<file path="src/inc/fac_pkg.sv">
// Constants and types of the flash abort and ECC capture block
package fac_pkg;

	// Register byte addresses on the processor bus
	localparam logic [31:0] ADDR_UNLOCK_KEY   = 32'h40018020;
	localparam logic [31:0] ADDR_ABORT_ADDR   = 32'h40018040;
	localparam logic [31:0] ADDR_ABORT_EN     = 32'h40018048;
	localparam logic [31:0] ADDR_KEY_LOW      = 32'h40018068;
	localparam logic [31:0] ADDR_KEY_HIGH     = 32'h4001806C;
	localparam logic [31:0] ADDR_PECC         = 32'h40018074;
	localparam logic [31:0] ADDR_DECC         = 32'h40018078;
	localparam logic [31:0] ADDR_IRQ_STATUS   = 32'h40018080;
	localparam logic [31:0] ADDR_IRQ_MASK     = 32'h40018084;

	// Values after reset
	localparam logic [31:0] RST_ABORT_ADDR    = 32'h00000000;
	localparam logic [15:0] RST_ABORT_EN      = 16'h0000;
	localparam logic [31:0] RST_KEY_WORD      = 32'h00000000;
	localparam logic [19:0] RST_ECC_ADDR      = 20'h00000;
	localparam logic [3:0]  RST_IRQ_MASK      = 4'h0;

	// Unlock sequence values
	localparam logic [15:0] KEY_FIRST         = 16'hF456;
	localparam logic [15:0] KEY_SECOND        = 16'hF123;

	// Field layout
	localparam int          ABORT_EN_WIDTH    = 16;
	localparam int          IRQ_SRC_COUNT     = 14;
	localparam int          ECC_ADDR_MSB      = 22;
	localparam int          ECC_ADDR_LSB      = 3;
	localparam int          KEY_STATE_LSB     = 4;

	// Event bits of status and mask
	localparam int          EV_ABORT          = 0;
	localparam int          EV_PECC           = 1;
	localparam int          EV_DECC           = 2;
	localparam int          EV_KEY_REFUSED    = 3;
	localparam int          EV_COUNT          = 4;

	// Synchroniser depth for inputs from outside the clock domain
	localparam int          SYNC_STAGES       = 3;

	// Unlock sequence state, Gray along the usual path
	typedef enum logic [1:0] {
		FAC_KEY_LOCKED = 2'b00,
		FAC_KEY_HALF   = 2'b01,
		FAC_KEY_OPEN   = 2'b11
	} fac_key_state_t;

endpackage

</file>
<file path="src/inc/fac_reg_if.sv">
// Register access strobes between the bus slave and the register file
interface fac_reg_if;
	logic        wr;
	logic        rd;
	logic        peek;
	logic [31:0] addr;
	logic [31:0] wdata;
	logic [31:0] rdata;
	logic        hit;

	modport bus (
		output wr,
		output rd,
		output peek,
		output addr,
		output wdata,
		input  rdata,
		input  hit
	);

	modport regs (
		input  wr,
		input  rd,
		input  peek,
		input  addr,
		input  wdata,
		output rdata,
		output hit
	);
endinterface

</file>
<file path="src/verilog/fac_sync.sv">
// Three-stage synchroniser with agreement filter, one lane per bit
module fac_sync #(
	parameter int WIDTH = 14
) (
	// Clock and reset
	input  wire logic             clk_i,
	input  wire logic             reset_i,
	// Lanes
	input  wire logic [WIDTH-1:0] async_i,
	output logic      [WIDTH-1:0] sync_o
);

	genvar i;
	generate
		for (i = 0; i < WIDTH; i++) begin : g_lane
			logic [fac_pkg::SYNC_STAGES-1:0] stage;

			always_ff @(posedge clk_i or posedge reset_i) begin
				if (reset_i) begin
					stage <= '0;
				end else begin
					stage <= {stage[fac_pkg::SYNC_STAGES-2:0], async_i[i]};
				end
			end

			// Only a level that two later stages agree on is passed
			always_ff @(posedge clk_i or posedge reset_i) begin
				if (reset_i) begin
					sync_o[i] <= 1'b0;
				end else if (stage[1] == stage[2]) begin
					sync_o[i] <= stage[2];
				end
			end
		end
	endgenerate

endmodule

</file>
<file path="src/verilog/fac_apb.sv">
// APB slave front end: zero-wait access, read data latched in setup
module fac_apb (
	// Clock and reset
	input  wire logic        clk_i,
	input  wire logic        reset_i,
	// APB
	input  wire logic        psel_i,
	input  wire logic        penable_i,
	input  wire logic        pwrite_i,
	input  wire logic [31:0] paddr_i,
	input  wire logic [31:0] pwdata_i,
	output logic      [31:0] prdata_o,
	output logic             pready_o,
	output logic             pslverr_o,
	// Register file side
	fac_reg_if.bus           rif
);

	logic setup;
	logic access;

	assign setup      = psel_i & ~penable_i;
	assign access     = psel_i & penable_i;
	assign rif.addr   = paddr_i;
	assign rif.wdata  = pwdata_i;
	assign rif.wr     = access & pwrite_i & rif.hit;
	assign rif.rd     = access & ~pwrite_i & rif.hit;
	assign rif.peek   = setup & ~pwrite_i & rif.hit;
	assign pready_o   = 1'b1;
	assign pslverr_o  = access & ~rif.hit;

	// Snapshot in setup so read-to-clear knows exactly what was shown
	always_ff @(posedge clk_i or posedge reset_i) begin
		if (reset_i) begin
			prdata_o <= 32'h00000000;
		end else if (setup) begin
			prdata_o <= rif.hit & ~pwrite_i ? rif.rdata : 32'h00000000;
		end
	end

endmodule

</file>
<file path="src/verilog/fac_top.sv">
// Flash abort control, failure-analysis key and ECC error address capture
//
// Operation
// - Abort captures address being written into register.
// - Abort address register reads zero after reset.
// - Enabled interrupts 0..13 abort running flash operation.
// - Value 0x4 enables first external interrupt.
// - Analysis key is 64 bits in two words.
// - Key writes only after 0xF456 then 0xF123.
// - Program ECC error address stored in bits 22:3.
// - Data ECC error address stored in bits 22:3.
// - Reading ECC address registers does not clear them.
//
// Design decision made here: the APB interface to the registers.
module fac_top (
	// Clock and reset
	input  wire logic        MCLK_I,
	input  wire logic        RESET_I,
	// APB register bus
	input  wire logic        PSEL_I,
	input  wire logic        PENABLE_I,
	input  wire logic        PWRITE_I,
	input  wire logic [31:0] PADDR_I,
	input  wire logic [31:0] PWDATA_I,
	output logic      [31:0] PRDATA_O,
	output logic             PREADY_O,
	output logic             PSLVERR_O,
	// System interrupt lines, asynchronous
	input  wire logic [13:0] SYS_IRQ_I,
	// Flash operation engine
	input  wire logic        FLASH_BUSY_I,
	input  wire logic [31:0] FLASH_ADDR_I,
	output logic             FLASH_ABORT_O,
	// ECC error reports
	input  wire logic        PECC_ERR_I,
	input  wire logic [31:0] PECC_ADDR_I,
	input  wire logic        DECC_ERR_I,
	input  wire logic [31:0] DECC_ADDR_I,
	// Key and interrupt outputs
	output logic      [63:0] FA_KEY_O,
	output logic             KEY_OPEN_O,
	output logic             IRQ_O
);

	localparam int EW = fac_pkg::ECC_ADDR_MSB - fac_pkg::ECC_ADDR_LSB + 1;
	localparam int NE = fac_pkg::EV_COUNT;

	fac_reg_if rif ();

	fac_pkg::fac_key_state_t key_state;
	fac_pkg::fac_key_state_t next_key_state;

	logic [31:0]                         abort_addr;
	logic [fac_pkg::ABORT_EN_WIDTH-1:0]  abort_en;
	logic [31:0]                         key_low;
	logic [31:0]                         key_high;
	logic [EW-1:0]                       pecc_addr;
	logic [EW-1:0]                       decc_addr;
	logic [NE-1:0]                       irq_status;
	logic [NE-1:0]                       irq_mask;
	logic [NE-1:0]                       status_seen;
	logic [NE-1:0]                       events;
	logic [fac_pkg::IRQ_SRC_COUNT-1:0]   irq_sync;
	logic                                abort_hit;
	logic                                abort_armed;
	logic                                abort_fire;
	logic                                key_refused;
	logic                                wr_unlock;
	logic                                wr_key_low;
	logic                                wr_key_high;
	logic                                rd_status;
	logic                                peek_status;
	logic                                wr_abort_en;
	logic                                wr_irq_mask;

	// Bus slave
	// Zero wait states; read data is snapshot in the setup cycle
	fac_apb i_fac_apb (
		.clk_i     (MCLK_I),
		.reset_i   (RESET_I),
		.psel_i    (PSEL_I),
		.penable_i (PENABLE_I),
		.pwrite_i  (PWRITE_I),
		.paddr_i   (PADDR_I),
		.pwdata_i  (PWDATA_I),
		.prdata_o  (PRDATA_O),
		.pready_o  (PREADY_O),
		.pslverr_o (PSLVERR_O),
		.rif       (rif.bus)
	);

	// Interrupt lines come from pins and other blocks
	// Costs four to five cycles of abort latency, avoids metastability
	fac_sync #(
		.WIDTH (fac_pkg::IRQ_SRC_COUNT)
	) i_fac_sync (
		.clk_i   (MCLK_I),
		.reset_i (RESET_I),
		.async_i (SYS_IRQ_I),
		.sync_o  (irq_sync)
	);

	// Address decode
	// Full byte address compared, so aliases never hit
	always_comb begin
		case (rif.addr)
			fac_pkg::ADDR_UNLOCK_KEY,
			fac_pkg::ADDR_ABORT_ADDR,
			fac_pkg::ADDR_ABORT_EN,
			fac_pkg::ADDR_KEY_LOW,
			fac_pkg::ADDR_KEY_HIGH,
			fac_pkg::ADDR_PECC,
			fac_pkg::ADDR_DECC,
			fac_pkg::ADDR_IRQ_STATUS,
			fac_pkg::ADDR_IRQ_MASK: rif.hit = 1'b1;
			default: rif.hit = 1'b0;
		endcase
	end

	// Read mux; unlock key always reads zero
	always_comb begin
		rif.rdata = 32'h00000000;
		case (rif.addr)
			fac_pkg::ADDR_ABORT_ADDR: begin
				rif.rdata = abort_addr;
			end
			fac_pkg::ADDR_ABORT_EN: begin
				rif.rdata[fac_pkg::ABORT_EN_WIDTH-1:0] = abort_en;
			end
			fac_pkg::ADDR_KEY_LOW: begin
				rif.rdata = key_low;
			end
			fac_pkg::ADDR_KEY_HIGH: begin
				rif.rdata = key_high;
			end
			fac_pkg::ADDR_PECC: begin
				rif.rdata[fac_pkg::ECC_ADDR_MSB:fac_pkg::ECC_ADDR_LSB]
					= pecc_addr;
			end
			fac_pkg::ADDR_DECC: begin
				rif.rdata[fac_pkg::ECC_ADDR_MSB:fac_pkg::ECC_ADDR_LSB]
					= decc_addr;
			end
			fac_pkg::ADDR_IRQ_STATUS: begin
				rif.rdata[NE-1:0] = irq_status;
				rif.rdata[fac_pkg::KEY_STATE_LSB+1:fac_pkg::KEY_STATE_LSB]
					= key_state;
			end
			fac_pkg::ADDR_IRQ_MASK: begin
				rif.rdata[NE-1:0] = irq_mask;
			end
			default: begin
				rif.rdata = 32'h00000000;
			end
		endcase
	end

	// Write and read strobes per register
	assign wr_unlock   = rif.wr & (rif.addr == fac_pkg::ADDR_UNLOCK_KEY);
	assign wr_key_low  = rif.wr & (rif.addr == fac_pkg::ADDR_KEY_LOW);
	assign wr_key_high = rif.wr & (rif.addr == fac_pkg::ADDR_KEY_HIGH);
	assign rd_status   = rif.rd & (rif.addr == fac_pkg::ADDR_IRQ_STATUS);
	assign peek_status = rif.peek & (rif.addr == fac_pkg::ADDR_IRQ_STATUS);
	assign wr_abort_en = rif.wr & (rif.addr == fac_pkg::ADDR_ABORT_EN);
	assign wr_irq_mask = rif.wr & (rif.addr == fac_pkg::ADDR_IRQ_MASK);

	// Unlock sequence
	// Other register accesses leave the sequence where it is
	always_comb begin
		next_key_state = key_state;
		if (wr_unlock) begin
			case (key_state)
				fac_pkg::FAC_KEY_LOCKED: begin
					if (rif.wdata[15:0] == fac_pkg::KEY_FIRST) begin
						next_key_state = fac_pkg::FAC_KEY_HALF;
					end
				end
				fac_pkg::FAC_KEY_HALF: begin
					if (rif.wdata[15:0] == fac_pkg::KEY_SECOND) begin
						next_key_state = fac_pkg::FAC_KEY_OPEN;
					end else if (rif.wdata[15:0] == fac_pkg::KEY_FIRST) begin
						next_key_state = fac_pkg::FAC_KEY_HALF;
					end else begin
						next_key_state = fac_pkg::FAC_KEY_LOCKED;
					end
				end
				fac_pkg::FAC_KEY_OPEN: begin
					// Any further key value closes the window
					next_key_state = fac_pkg::FAC_KEY_LOCKED;
				end
				default: begin
					next_key_state = fac_pkg::FAC_KEY_LOCKED;
				end
			endcase
		end
	end

	always_ff @(posedge MCLK_I or posedge RESET_I) begin
		if (RESET_I) begin
			key_state <= fac_pkg::FAC_KEY_LOCKED;
		end else begin
			key_state <= next_key_state;
		end
	end

	assign KEY_OPEN_O  = key_state == fac_pkg::FAC_KEY_OPEN;
	// Refused key writes are flagged so software can see stray writes
	assign key_refused = (wr_key_low | wr_key_high) & ~KEY_OPEN_O;

	// Failure-analysis key, writable only while unlocked
	always_ff @(posedge MCLK_I or posedge RESET_I) begin
		if (RESET_I) begin
			key_low <= fac_pkg::RST_KEY_WORD;
		end else if (KEY_OPEN_O & wr_key_low) begin
			key_low <= rif.wdata;
		end
	end

	always_ff @(posedge MCLK_I or posedge RESET_I) begin
		if (RESET_I) begin
			key_high <= fac_pkg::RST_KEY_WORD;
		end else if (KEY_OPEN_O & wr_key_high) begin
			key_high <= rif.wdata;
		end
	end

	assign FA_KEY_O = {key_high, key_low};

	// Abort source enable; bit 2 is the first external interrupt
	always_ff @(posedge MCLK_I or posedge RESET_I) begin
		if (RESET_I) begin
			abort_en <= fac_pkg::RST_ABORT_EN;
		end else if (wr_abort_en) begin
			// Upper two bits are stored but drive nothing
			abort_en <= rif.wdata[fac_pkg::ABORT_EN_WIDTH-1:0];
		end
	end

	// Abort fires once per operation; armed until busy drops
	assign abort_hit = FLASH_BUSY_I
		& |(irq_sync & abort_en[fac_pkg::IRQ_SRC_COUNT-1:0]);
	// Combinational so the address is taken on the deciding edge
	assign abort_fire = abort_hit & ~abort_armed;

	always_ff @(posedge MCLK_I or posedge RESET_I) begin
		if (RESET_I) begin
			abort_armed <= 1'b0;
		end else if (!FLASH_BUSY_I) begin
			abort_armed <= 1'b0;
		end else if (abort_fire) begin
			abort_armed <= 1'b1;
		end
	end

	always_ff @(posedge MCLK_I or posedge RESET_I) begin
		if (RESET_I) begin
			FLASH_ABORT_O <= 1'b0;
		end else begin
			FLASH_ABORT_O <= abort_fire;
		end
	end

	// Held until the next abort; software must fetch it before
	// starting another command, which may abort and overwrite it
	always_ff @(posedge MCLK_I or posedge RESET_I) begin
		if (RESET_I) begin
			abort_addr <= fac_pkg::RST_ABORT_ADDR;
		end else if (abort_fire) begin
			abort_addr <= FLASH_ADDR_I;
		end
	end

	// ECC error addresses; bus reads leave them alone
	always_ff @(posedge MCLK_I or posedge RESET_I) begin
		if (RESET_I) begin
			pecc_addr <= fac_pkg::RST_ECC_ADDR;
		end else if (PECC_ERR_I) begin
			pecc_addr <= PECC_ADDR_I[fac_pkg::ECC_ADDR_MSB:
				fac_pkg::ECC_ADDR_LSB];
		end
	end

	always_ff @(posedge MCLK_I or posedge RESET_I) begin
		if (RESET_I) begin
			decc_addr <= fac_pkg::RST_ECC_ADDR;
		end else if (DECC_ERR_I) begin
			decc_addr <= DECC_ADDR_I[fac_pkg::ECC_ADDR_MSB:
				fac_pkg::ECC_ADDR_LSB];
		end
	end

	// Interrupt status
	// One event per cycle per source; sources are single-cycle pulses
	always_comb begin
		events                          = '0;
		events[fac_pkg::EV_ABORT]       = abort_fire;
		events[fac_pkg::EV_PECC]        = PECC_ERR_I;
		events[fac_pkg::EV_DECC]        = DECC_ERR_I;
		events[fac_pkg::EV_KEY_REFUSED] = key_refused;
	end

	// Bits shown in setup are the only ones a read may clear
	always_ff @(posedge MCLK_I or posedge RESET_I) begin
		if (RESET_I) begin
			status_seen <= '0;
		end else if (peek_status) begin
			status_seen <= irq_status;
		end
	end

	// New events win over the read clear in the same cycle
	always_ff @(posedge MCLK_I or posedge RESET_I) begin
		if (RESET_I) begin
			irq_status <= '0;
		end else if (rd_status) begin
			irq_status <= (irq_status & ~status_seen) | events;
		end else begin
			irq_status <= irq_status | events;
		end
	end

	always_ff @(posedge MCLK_I or posedge RESET_I) begin
		if (RESET_I) begin
			irq_mask <= fac_pkg::RST_IRQ_MASK;
		end else if (wr_irq_mask) begin
			irq_mask <= rif.wdata[NE-1:0];
		end
	end

	// Level output; drops once the status read has cleared the cause
	assign IRQ_O = |(irq_status & irq_mask);

endmodule

</file>
<file path="config.mk">
export PLATFORM = sky130hd
export DESIGN_NAME = fac_top
export DESIGN_NICKNAME = d
export VERILOG_FILES = /design/src/inc/fac_pkg.sv /design/src/inc/fac_reg_if.sv /design/src/verilog/fac_sync.sv /design/src/verilog/fac_apb.sv /design/src/verilog/fac_top.sv
export SDC_FILE = /design/constraint.sdc
export NUM_CORES = 1
export LEC_CHECK = 0
export BUFFER_PORTS_ARGS = -buffer_cell sky130_fd_sc_hd__buf_2
export CORE_AREA = 5 5 225 118
export CTS_CLUSTER_SIZE = 14
export DETAILED_ROUTE_END_ITERATION = 12
export DIE_AREA = 0 0 230 123
export PLACE_DENSITY = 0.69
export SYNTH_ARGS = -nofsm -noshare
export SYNTH_HDL_FRONTEND = slang
export SYNTH_SLANG_ARGS = --single-unit
</file>
<file path="constraint.sdc">
create_clock -name MCLK_I -period 23.6 [get_ports MCLK_I]
set_input_delay 1.18 -clock MCLK_I [delete_from_list [all_inputs] [get_ports MCLK_I]]
set_output_delay 1.18 -clock MCLK_I [all_outputs]
set_load 0.02 [all_outputs]
</file>
==> impl_metrics.ini, run 1 <==
[floorplanning]
boundaryPins = 283
chipHeight_um = 123
core_area_um2 = 24500
die_w_um = 230
num_rows = 41
initial_utilization = 0.439
dieArea_um2 = 28300

[global_routing]
grt_pass1_vias = 7769
grt_pass1_wl_um = 48100
grtUsageTotal = 0.222
grt_max_degree = 123
gr-total-overflow = 0
antenna_found_initial = 0

[finish]
nFillCells = 2074
nets = 1202
diodes = 0
fin_cells = 1353
area_growth_pct = 20.3
post_route_cells_drive_above_1_share = 0.458

[setup_path]
crit_path_start_kind = input port
max_stage_delay_ns = 0.70
worstSetupPathType = in -> out
cp_slowest_cell = buf_2
path_cells = buf_2 -> and3b_1 -> o211ai_1 -> a31oi_1 -> nor2_1 -> o41a_1 -> buf_2
worst_ep_arrival_time_ns = 3.24
cp.required_ns = 22.42
rr_startpoint = abort_en[10]
worstPathMaxFanout = 30
cpMostUsedCell = buf_2
end_kind = output pin
crit_path_start = PADDR_I[4]

[sta]
fin_worst_skew_ns = 0.0156
setup_viol = 0
hold_violations = 0
tightest_slew_ns = 1.42
finalCritPeriodShare = 0.187
period_needed_ns = 4.42
fmaxAchievable_mhz = 226
relSlewSlack = 0.0540
rsz0062_at_grt = no
setup_tns_ns = 0
fin_hold_ws_ns = 0.349
slew_viol_final = 0

[cts]
post_cts_buffers = 0
clock_latency_ns = 0.51
cts-htree-levels = 1
cts_buffers = 23
tritoncts = yes
clock_sinks = 256
cts_resized = 0
clk_pin_slew_worst_paths_ns = 0.07
cts_buffer_depth = 3
hold_buffers = 0
cts_root_buffer = clkbuf_16

[worst_hold_path]
hp-start = i_fac_sync.g_lane[8].stage[0]
hold_path_class = reg -> reg

[logic_synthesis]
netlist_area_um2 = 10800
ys_types = 58
yosys.area.top_type = dfrtp_1
synth-seq-cells = 256
ys_warn_count = 0
syn_nets = 961
synth_common_cells = dfrtp_1, mux2_2, nand2_1, o21ai_0, mux2_4
synth_edf_count = 0
ys_seq_area_frac = 0.596
synthCells = 779
yosysMostFrequentCell = dfrtp_1
synth_area_per_cell_um2 = 13.8
synthTopCellsByArea = dfrtp_1, mux2_2, mux2_4
synth_top_cell_area_share = 0.596
synth_top_flop_cell = dfrtp_1
synth-async-reset-ratio = 1.00

[placed_design]
place_congestion = 0.849
io_buffers = 257
dpl.cell_count = 1317
dpl.hpwl_um = 22400

[routing]
dr.pass1.iters = 5
num_vias = 7612
ant_nets = 0
avgRoutedWirePerCell_um = 23.7
drt_iter0_drc = 643
viasPerCell = 5.63
wirelength_um = 32000
drcViolationCount = 0

[status]
status = completed

[power_and_ir_drop]
p_per_area_nw_per_um2 = 67.2
leakagePower_nw = 6.43
max-vdd-ir-drop_v = 0.0000483

[run]
max_cap_violations = 0
[metal layers]
metal / vias up / track usage / part of all wire
met4: 0 / 0.0343 / 0.011
met5: - / 0 / 0
li1: 3393 / - / -
met2: 287 / 0.316 / 0.42
met1: 3903 / 0.349 / 0.48
met3: 29 / 0.0567 / 0.081
[placed cells by master, fill, tap and decap left out, drive strengths merged, types with 9 or more instances in the layout]
cell type / netlist / final
nand3: 11 / 11
a222oi: 17 / 17
mux2: 169 / 169
nor2: 25 / 25
a22o: 21 / 21
maj3: 14 / 14
buf: 23 / 263
nand2: 32 / 32
a2bb2oi: 9 / 9
a21oi: 13 / 13
o21ai: 33 / 33
clkbuf: 24 / 33
a22oi: 22 / 22
dfrtp: 256 / 256
mux2i: 20 / 20
[registers in the layout, indices dropped and copies added (netlist names), 14 cells and up]
register and cells:
decc_addr 20, key_high 32, i_fac_sync.g_lane.stage 42, i_fac_sync.sync_o 14, abort_en 16, i_fac_apb.prdata_o 32
pecc_addr 20, abort_addr 32, key_low 32
[final cells by class]
cell class / instances / area (um^2) / share of cell area
Clock buffer: 33 / 663 / 0.0512
Clock inverter: 3 / 15.0 / 0.00116
Inverter: 7 / 33.8 / 0.00261
Multi-Input combinational cell: 469 / 4090 / 0.316
Sequential cell: 256 / 6410 / 0.495
Tap cell: 322 / 403 / 0.0311
Timing Repair Buffer: 263 / 1330 / 0.103
[cell families after synthesis]
logic type | Yosys count | share of synthesized area
AOI/OAI and AO/OA | 135 | 0.0918
adders and majority gates | 14 | 0.0130
buffers and inverters | 54 | 0.0244
DFF | 256 | 0.596
muxes | 189 | 0.206
other | 1 | 0.000349
and+or+nand+nor | 130 | 0.0688
[worst max-delay path: cells and delay by family]
family          cells  cell delay, ns
compound gates      3            0.79
buf+inv             2            0.87
simple gates        2            0.37
[path summary, 6_finish.rpt]
| path | cells past startpoint | endpoint | slack (ns) |
|---|---|---|---|
| worst min-delay path | 0 | i_fac_sync.g_lane[8].stage[1] | 0.35 |
| worst max register to register | 6 | abort_addr[24] | 21.26 |
| min in group asynchronous | 2 | key_high[11] | 0.81 |
| max in group asynchronous | 3 | abort_addr[19] | 21.27 |
| worst max-delay path | 7 | PSLVERR_O | 19.18 |
| worst min register to register | 0 | i_fac_sync.g_lane[8].stage[1] | 0.35 |
[per-stage QoR]
stage                     instance area, um^2   util  setup WS (ns)  power [mW]
after floorplan                         10800      -          15.38       0.498
after global placement                  12300  0.500          18.86       0.524
after detailed placement                12300  0.500          18.86       0.526
after CTS                               12900  0.528          19.19       0.878
after global routing                    12900  0.528          19.09       0.903
final                                   12900  0.528          19.18       0.869
[where the power goes]
| group | internal (mW) | switching [mW] | leakage [nW] | total (mW) |
|---|---|---|---|---|
| clock | 0.193 | 0.158 | 0.337 | 0.352 |
| combinational | 0.0239 | 0.0312 | 2.79 | 0.0551 |
| sequential | 0.455 | 0.00808 | 3.30 | 0.463 |
| total | 0.672 | 0.198 | 6.43 | 0.869 |
(Power assumes the default switching activity.)
==> inputs of run 2 (changes only) <==
- ABC_AREA: default -> 1
- CORE_AREA: 5 5 225 118 -> 5 5 230 120
- DIE_AREA: 0 0 230 123 -> 0 0 235 125
- clock period: 23.6 -> 4.6 ns (I/O delays scaled with it)
==> run 2 against run 1 <==
  * Global-route usage increased by 1.9 points
  * Sequential share of layout area shrank 5.2 points
  * First-iteration DRC count increased by 31%
  * Cell count grew 49%
  * Utilization rose by 3.5 points
  * Worst hold slack lost 0.31 ns
  * Sequential cell count is the same
  * Combinational power increased to 5.7 times the previous value
  * Synthesized area increased by 4.1%
  * Die area rose by 3.8%
  * Non-clock buffer count is 106 higher
  * Register-to-register slack worse by 19 ns
  * Critical endpoint is now key_high[24]
==> impl_metrics.ini, run 2 <==
[setup_path]
crit_path_start_kind = input port
worst_r2r_endpoint = key_high[24]
cp.required_ns = 4.97
worstPathMaxFanout = 64
worst_ep_arrival_time_ns = 3.11
end_kind = flop
crit_path_start = PADDR_I[20]
rr_startpoint = key_state[0]
reg2reg_setup_slack_ns = 2.50
worstSetupPathType = in -> reg
r2r_cells = 5
cp-endpoint = key_high[24]

[global_routing]
grt_pass1_vias = 10200
gr-total-overflow = 0
grtUsageTotal = 0.241
grt_pass1_wl_um = 56400
grt_max_degree = 110
antenna_found_initial = 3

[logic_synthesis]
synth-async-reset-ratio = 1.00
synth_top_flop_cell = dfrtp_1
syn_nets = 1488
netlist_area_um2 = 11200
synth-seq-cells = 256
synth_common_cells = nand2_1, dfrtp_1, inv_1, nand3_1, o21ai_0
synthCells = 1306
synth_top_cell_area_share = 0.572
ys_seq_area_frac = 0.572
synth_area_per_cell_um2 = 8.57
yosysMostFrequentCell = nand2_1
synthTopCellsByArea = dfrtp_1, nand2_1, inv_1
synth_edf_count = 0
yosys.area.top_type = dfrtp_1
ys_warn_count = 0
ys_types = 32

[finish]
nFillCells = 2277
nets = 1831
largest_reg_flops = 42
post_route_cells_drive_above_1_share = 0.217
area_growth_pct = 29.3
fin_cells = 2014
final_cell_mix = nand2_1, buf_2, dfrtp_1, inv_1, dlygate4sd3_1
layout_commonest_cell = nand2_1
largest_register = i_fac_sync.g_lane.stage

[cts]
cts_root_buffer = clkbuf_16
cts_resized = 0
clock_latency_ns = 0.53
cts-htree-levels = 1
clk_pin_slew_worst_paths_ns = 0.07
cts_buffers = 24
cts_buffer_depth = 3
clock_sinks = 256
tritoncts = yes

[sta]
fmaxAchievable_mhz = 365
setup_viol = 0
tightest_slew_ns = 0.986
hold_violations = 0
rsz0062_at_grt = no
setup_tns_ns = 0
fin_worst_skew_ns = 0.0215
final.setup.worst_slack_ns = 1.86
finalCritPeriodShare = 0.596
relSlewSlack = 0.341
slew_viol_final = 0
fin_hold_ws_ns = 0.0374
period_needed_ns = 2.74

[placed_design]
dpl.hpwl_um = 24500
place_ws_ns = 1.37
dpl.cell_count = 1872
place_congestion = 0.896
io_buffers = 257

[power_and_ir_drop]
max-vdd-ir-drop_v = 0.000242
p_per_area_nw_per_um2 = 320
leakagePower_nw = 7.77

[floorplanning]
dieArea_um2 = 29400
die_w_um = 235
initial_utilization = 0.436
core_area_um2 = 25700
num_rows = 42
chipHeight_um = 125
boundaryPins = 283

[run]
max_cap_violations = 0

[routing]
wirelength_um = 35700
num_vias = 10000
viasPerCell = 4.97
drt_iter0_drc = 843
avgRoutedWirePerCell_um = 17.7
drcViolationCount = 0
ant_nets = 0
dr.pass1.iters = 5

[worst_hold_path]
hold_path_class = in -> reg

[status]
status = completed
-- run 2: layout make-up --
cell class / instances / area (um^2) / area share
Clock buffer: 32 / 702 / 0.0485
Sequential cell: 256 / 6410 / 0.443
Tap cell: 352 / 440 / 0.0304
Multi-Input combinational cell: 884 / 4020 / 0.277
Clock inverter: 6 / 63.8 / 0.00441
Timing Repair Buffer: 369 / 2410 / 0.167
Antenna cell: 1 / 2.50 / 0.000173
Inverter: 114 / 432 / 0.0298
-- run 2: per-stage QoR --
stage | power [mW] | utilization | cell area, um^2
5_1_grt | 4.80 | 0.563 | 14500
4_1_cts | 4.67 | 0.563 | 14500
3_5_place_dp | 2.63 | 0.493 | 12700
3_3_place_gp | 2.62 | 0.493 | 12700
2_1_floorplan | 2.50 | - | 11200
6_report | 4.63 | 0.563 | 14500
-- run 2: how the worst min path moves through the flow --
| stage | from | endpoint | slack (ns) | cells after the start |
|---|---|---|---|---|
| after floorplan | SYS_IRQ_I[0] | i_fac_sync.g_lane[0].stage[0] | 0.26 | 0 |
| after global placement | i_fac_sync.g_lane[3].stage[0] | i_fac_sync.g_lane[3].stage[1] | 0.33 | 0 |
| after detailed placement | i_fac_sync.g_lane[5].stage[0] | i_fac_sync.g_lane[5].stage[1] | 0.34 | 0 |
| after CTS | PWDATA_I[4] | key_low[4] | 0.008 | 3 |
| after global routing | PWDATA_I[4] | key_high[4] | 0.05 | 3 |
| final | PWDATA_I[4] | key_low[4] | 0.04 | 3 |
-- run 2: per-layer routing --
| metal | share of wire | up-vias | global-route usage |
|---|---|---|---|
| met5 | 0.0015 | - | 0 |
| met2 | 0.45 | 340 | 0.384 |
| met1 | 0.44 | 4799 | 0.329 |
| li1 | - | 4793 | - |
| met4 | 0.027 | 6 | 0.0669 |
| met3 | 0.079 | 62 | 0.0684 |
-- run 2: logic make-up after synthesis --
logic type / Yosys count / synth area share
compound gates: 149 / 0.0815
fa+ha+maj: 14 / 0.0125
buf+inv: 166 / 0.0691
flops: 256 / 0.572
other cells: 1 / 0.000335
simple gates: 720 / 0.264
-- run 2: worst max-delay path, stage by stage --
cell and delay [ns]:
buf_2 0.10, inv_1 0.05, nand2_1 0.05, nor2_1 0.10
nand2_1 0.14, nor2_8 0.37, nand2_1 0.41, nand2_1 0.15
nor2_1 0.09, nand3_4 0.22, nand3_4 0.76, nand2_1 0.32
o21ai_2 0.08
-- run 2: repair_timing --
action	in CTS	in global routing
buffers inserted	0	0
endpoints found under the hold margin	138	0
hold buffers	103	0
-- run 2: power by group --
| group | internal (mW) | switching (mW) | leakage, nW |
|---|---|---|---|
| sequential | 2.31 | 0.0301 | 3.36 |
| combinational | 0.141 | 0.173 | 4.04 |
| clock | 1.12 | 0.853 | 0.373 |
| total | 3.57 | 1.06 | 7.77 |
==> inputs of run 3 (changes only) <==
- PLACE_DENSITY: 0.69 -> 0.71
- clock period: 4.6 -> 2.21 ns (I/O delays scaled with it)
==> run 3 against run 2 <==
  * Sequential share of layout area shrank 1.2 points
  * Critical path type is now reg -> reg
  * Wire length shrank 1.0%
  * Critical endpoint is now abort_addr[11]
  * Largest cell class unchanged
  * Design area grew 2.7%
==> impl_metrics.ini, run 3 (same netlist as run 2, synthesis figures left out) <==
[finish]
area_growth_pct = 32.9
nFillCells = 2251
fin_cells = 2059
largest_register = i_fac_sync.g_lane.stage
final_cell_mix = nand2_1, buf_2, dfrtp_1, dlygate4sd3_1, inv_1
nets = 1878
layout_commonest_cell = nand2_1
post_route_cells_drive_above_1_share = 0.223
largest_reg_flops = 42

[routing]
num_vias = 10200
wirelength_um = 35300
viasPerCell = 4.96
avgRoutedWirePerCell_um = 17.2
drcViolationCount = 0
drt_iter0_drc = 902
ant_nets = 0
dr.pass1.iters = 5

[cts]
clk_pin_slew_worst_paths_ns = 0.07
hold_buffers = 123
cts_buffer_depth = 3
clock_latency_ns = 0.53
cts_resized = 0
cts_buffers = 23
cts_root_buffer = clkbuf_16
clock_sinks = 256
cts-htree-levels = 1
tritoncts = yes
post_cts_buffers = 0

[placed_design]
place_congestion = 0.958
dpl.cell_count = 1900
dpl.hpwl_um = 25100
io_buffers = 257

[setup_path]
cpMostUsedCell = nand2_1
worstSetupPathType = reg -> reg
cp_top_family = simple AND/OR/NAND/NOR gates
worst_ep_arrival_time_ns = 2.35
crit_path_start_kind = flop
max_stage_delay_ns = 0.41
cp_slowest_cell = dfrtp_1
path_cells = nand2_1 -> nand2_1 -> a221oi_1 -> nand4_1 -> nand2_1 -> buf_4 -> nand2_1 -> nand2_1
worstPathMaxFanout = 29
cp.required_ns = 2.66
crit_buf_inv = 1
end_kind = flop

[status]
status = completed

[power_and_ir_drop]
clock_power_share = 0.401
p_per_area_nw_per_um2 = 625
p_comb_frac = 0.074
swShare = 0.231
leakagePower_nw = 7.97
seqPwrFrac = 0.524
internal-power_mw = 7.15
max-vdd-ir-drop_v = 0.000471
power_mw = 9.30
p_sw_mw = 2.15

[global_routing]
antenna_found_initial = 1
gr-total-overflow = 0
grt_max_degree = 75
grt_pass1_wl_um = 56400
grt_pass1_vias = 10200
grtUsageTotal = 0.237

[sta]
finalCritPeriodShare = 0.858
fmaxAchievable_mhz = 527
slew_viol_final = 0
tightest_slew_ns = 0.670
fin_worst_skew_ns = 0.0191
hold_violations = 0
period_needed_ns = 1.90
setup_viol = 0
rsz0062_at_grt = no
relSlewSlack = 0.550

[floorplanning]
initial_utilization = 0.436
chipHeight_um = 125
num_rows = 42
core_area_um2 = 25700
boundaryPins = 283
dieArea_um2 = 29400
die_w_um = 235

[run]
max_cap_violations = 0

[worst_hold_path]
hold_path_class = in -> reg
## run 3: per-layer routing
layer / wire length (um) / GRT usage
met1: 15500 / 0.338
met2: 16100 / 0.378
met3: 2930 / 0.0517
met4: 776 / 0.0508
met5: 0 / 0
## run 3: power groups by stage
stage | Clock (mW) | Sequential [mW] | Combinational, mW
global route | 4.03 | 4.89 | 0.770
global placement | 0 | 4.96 | 0.509
floorplan | 0 | 4.95 | 0.251
detailed placement | 0 | 4.96 | 0.519
CTS | 3.81 | 4.88 | 0.693
finish | 3.73 | 4.87 | 0.693
## run 3: stage by stage
stage	hold slack [ns]	setup WS, ns	area (um^2)	util	setup TNS [ns]
after floorplan	0.142	-1.27	11200	-	-325.66
after detailed placement	0.184	0.0943	13000	0.505	0
final	0.0314	0.314	14900	0.579	0
after global routing	0.0104	0.132	14900	0.579	0
after CTS	0.0297	0.277	14900	0.579	0
after global placement	0.181	0.164	13000	0.505	0
## run 3: tightest hold or removal path, cell delays in order
cell and delay [ns]:
buf_2 0.15, inv_1 0.15, nand3_1 0.11
## run 3: path summary, 6_finish.rpt
check / start / endpoint / slack (ns) / cells past startpoint
min in group asynchronous: RESET_I / irq_mask[1] / 0.18 / 3
hold reg to reg: i_fac_sync.g_lane[12].stage[0] / i_fac_sync.g_lane[12].stage[1] / 0.35 / 0
hold / removal: PECC_ERR_I / irq_status[1] / 0.03 / 3
setup / recovery: abort_en[11] / abort_addr[11] / 0.31 / 8
setup reg to reg: abort_en[11] / abort_addr[11] / 0.31 / 8
max in group asynchronous: RESET_I / key_high[17] / 1.28 / 4
## run 3: final cells by class
class	count	area, um^2	share of cell area
flip-flops and latches	256	6410	0.431
diodes	1	2.50	0.000168
well taps	352	440	0.0296
inverters	114	432	0.0290
multi-input cells	884	4020	0.270
clock buffers	32	639	0.0430
clock inverters	3	26.3	0.00177
repair buffers	417	2910	0.196
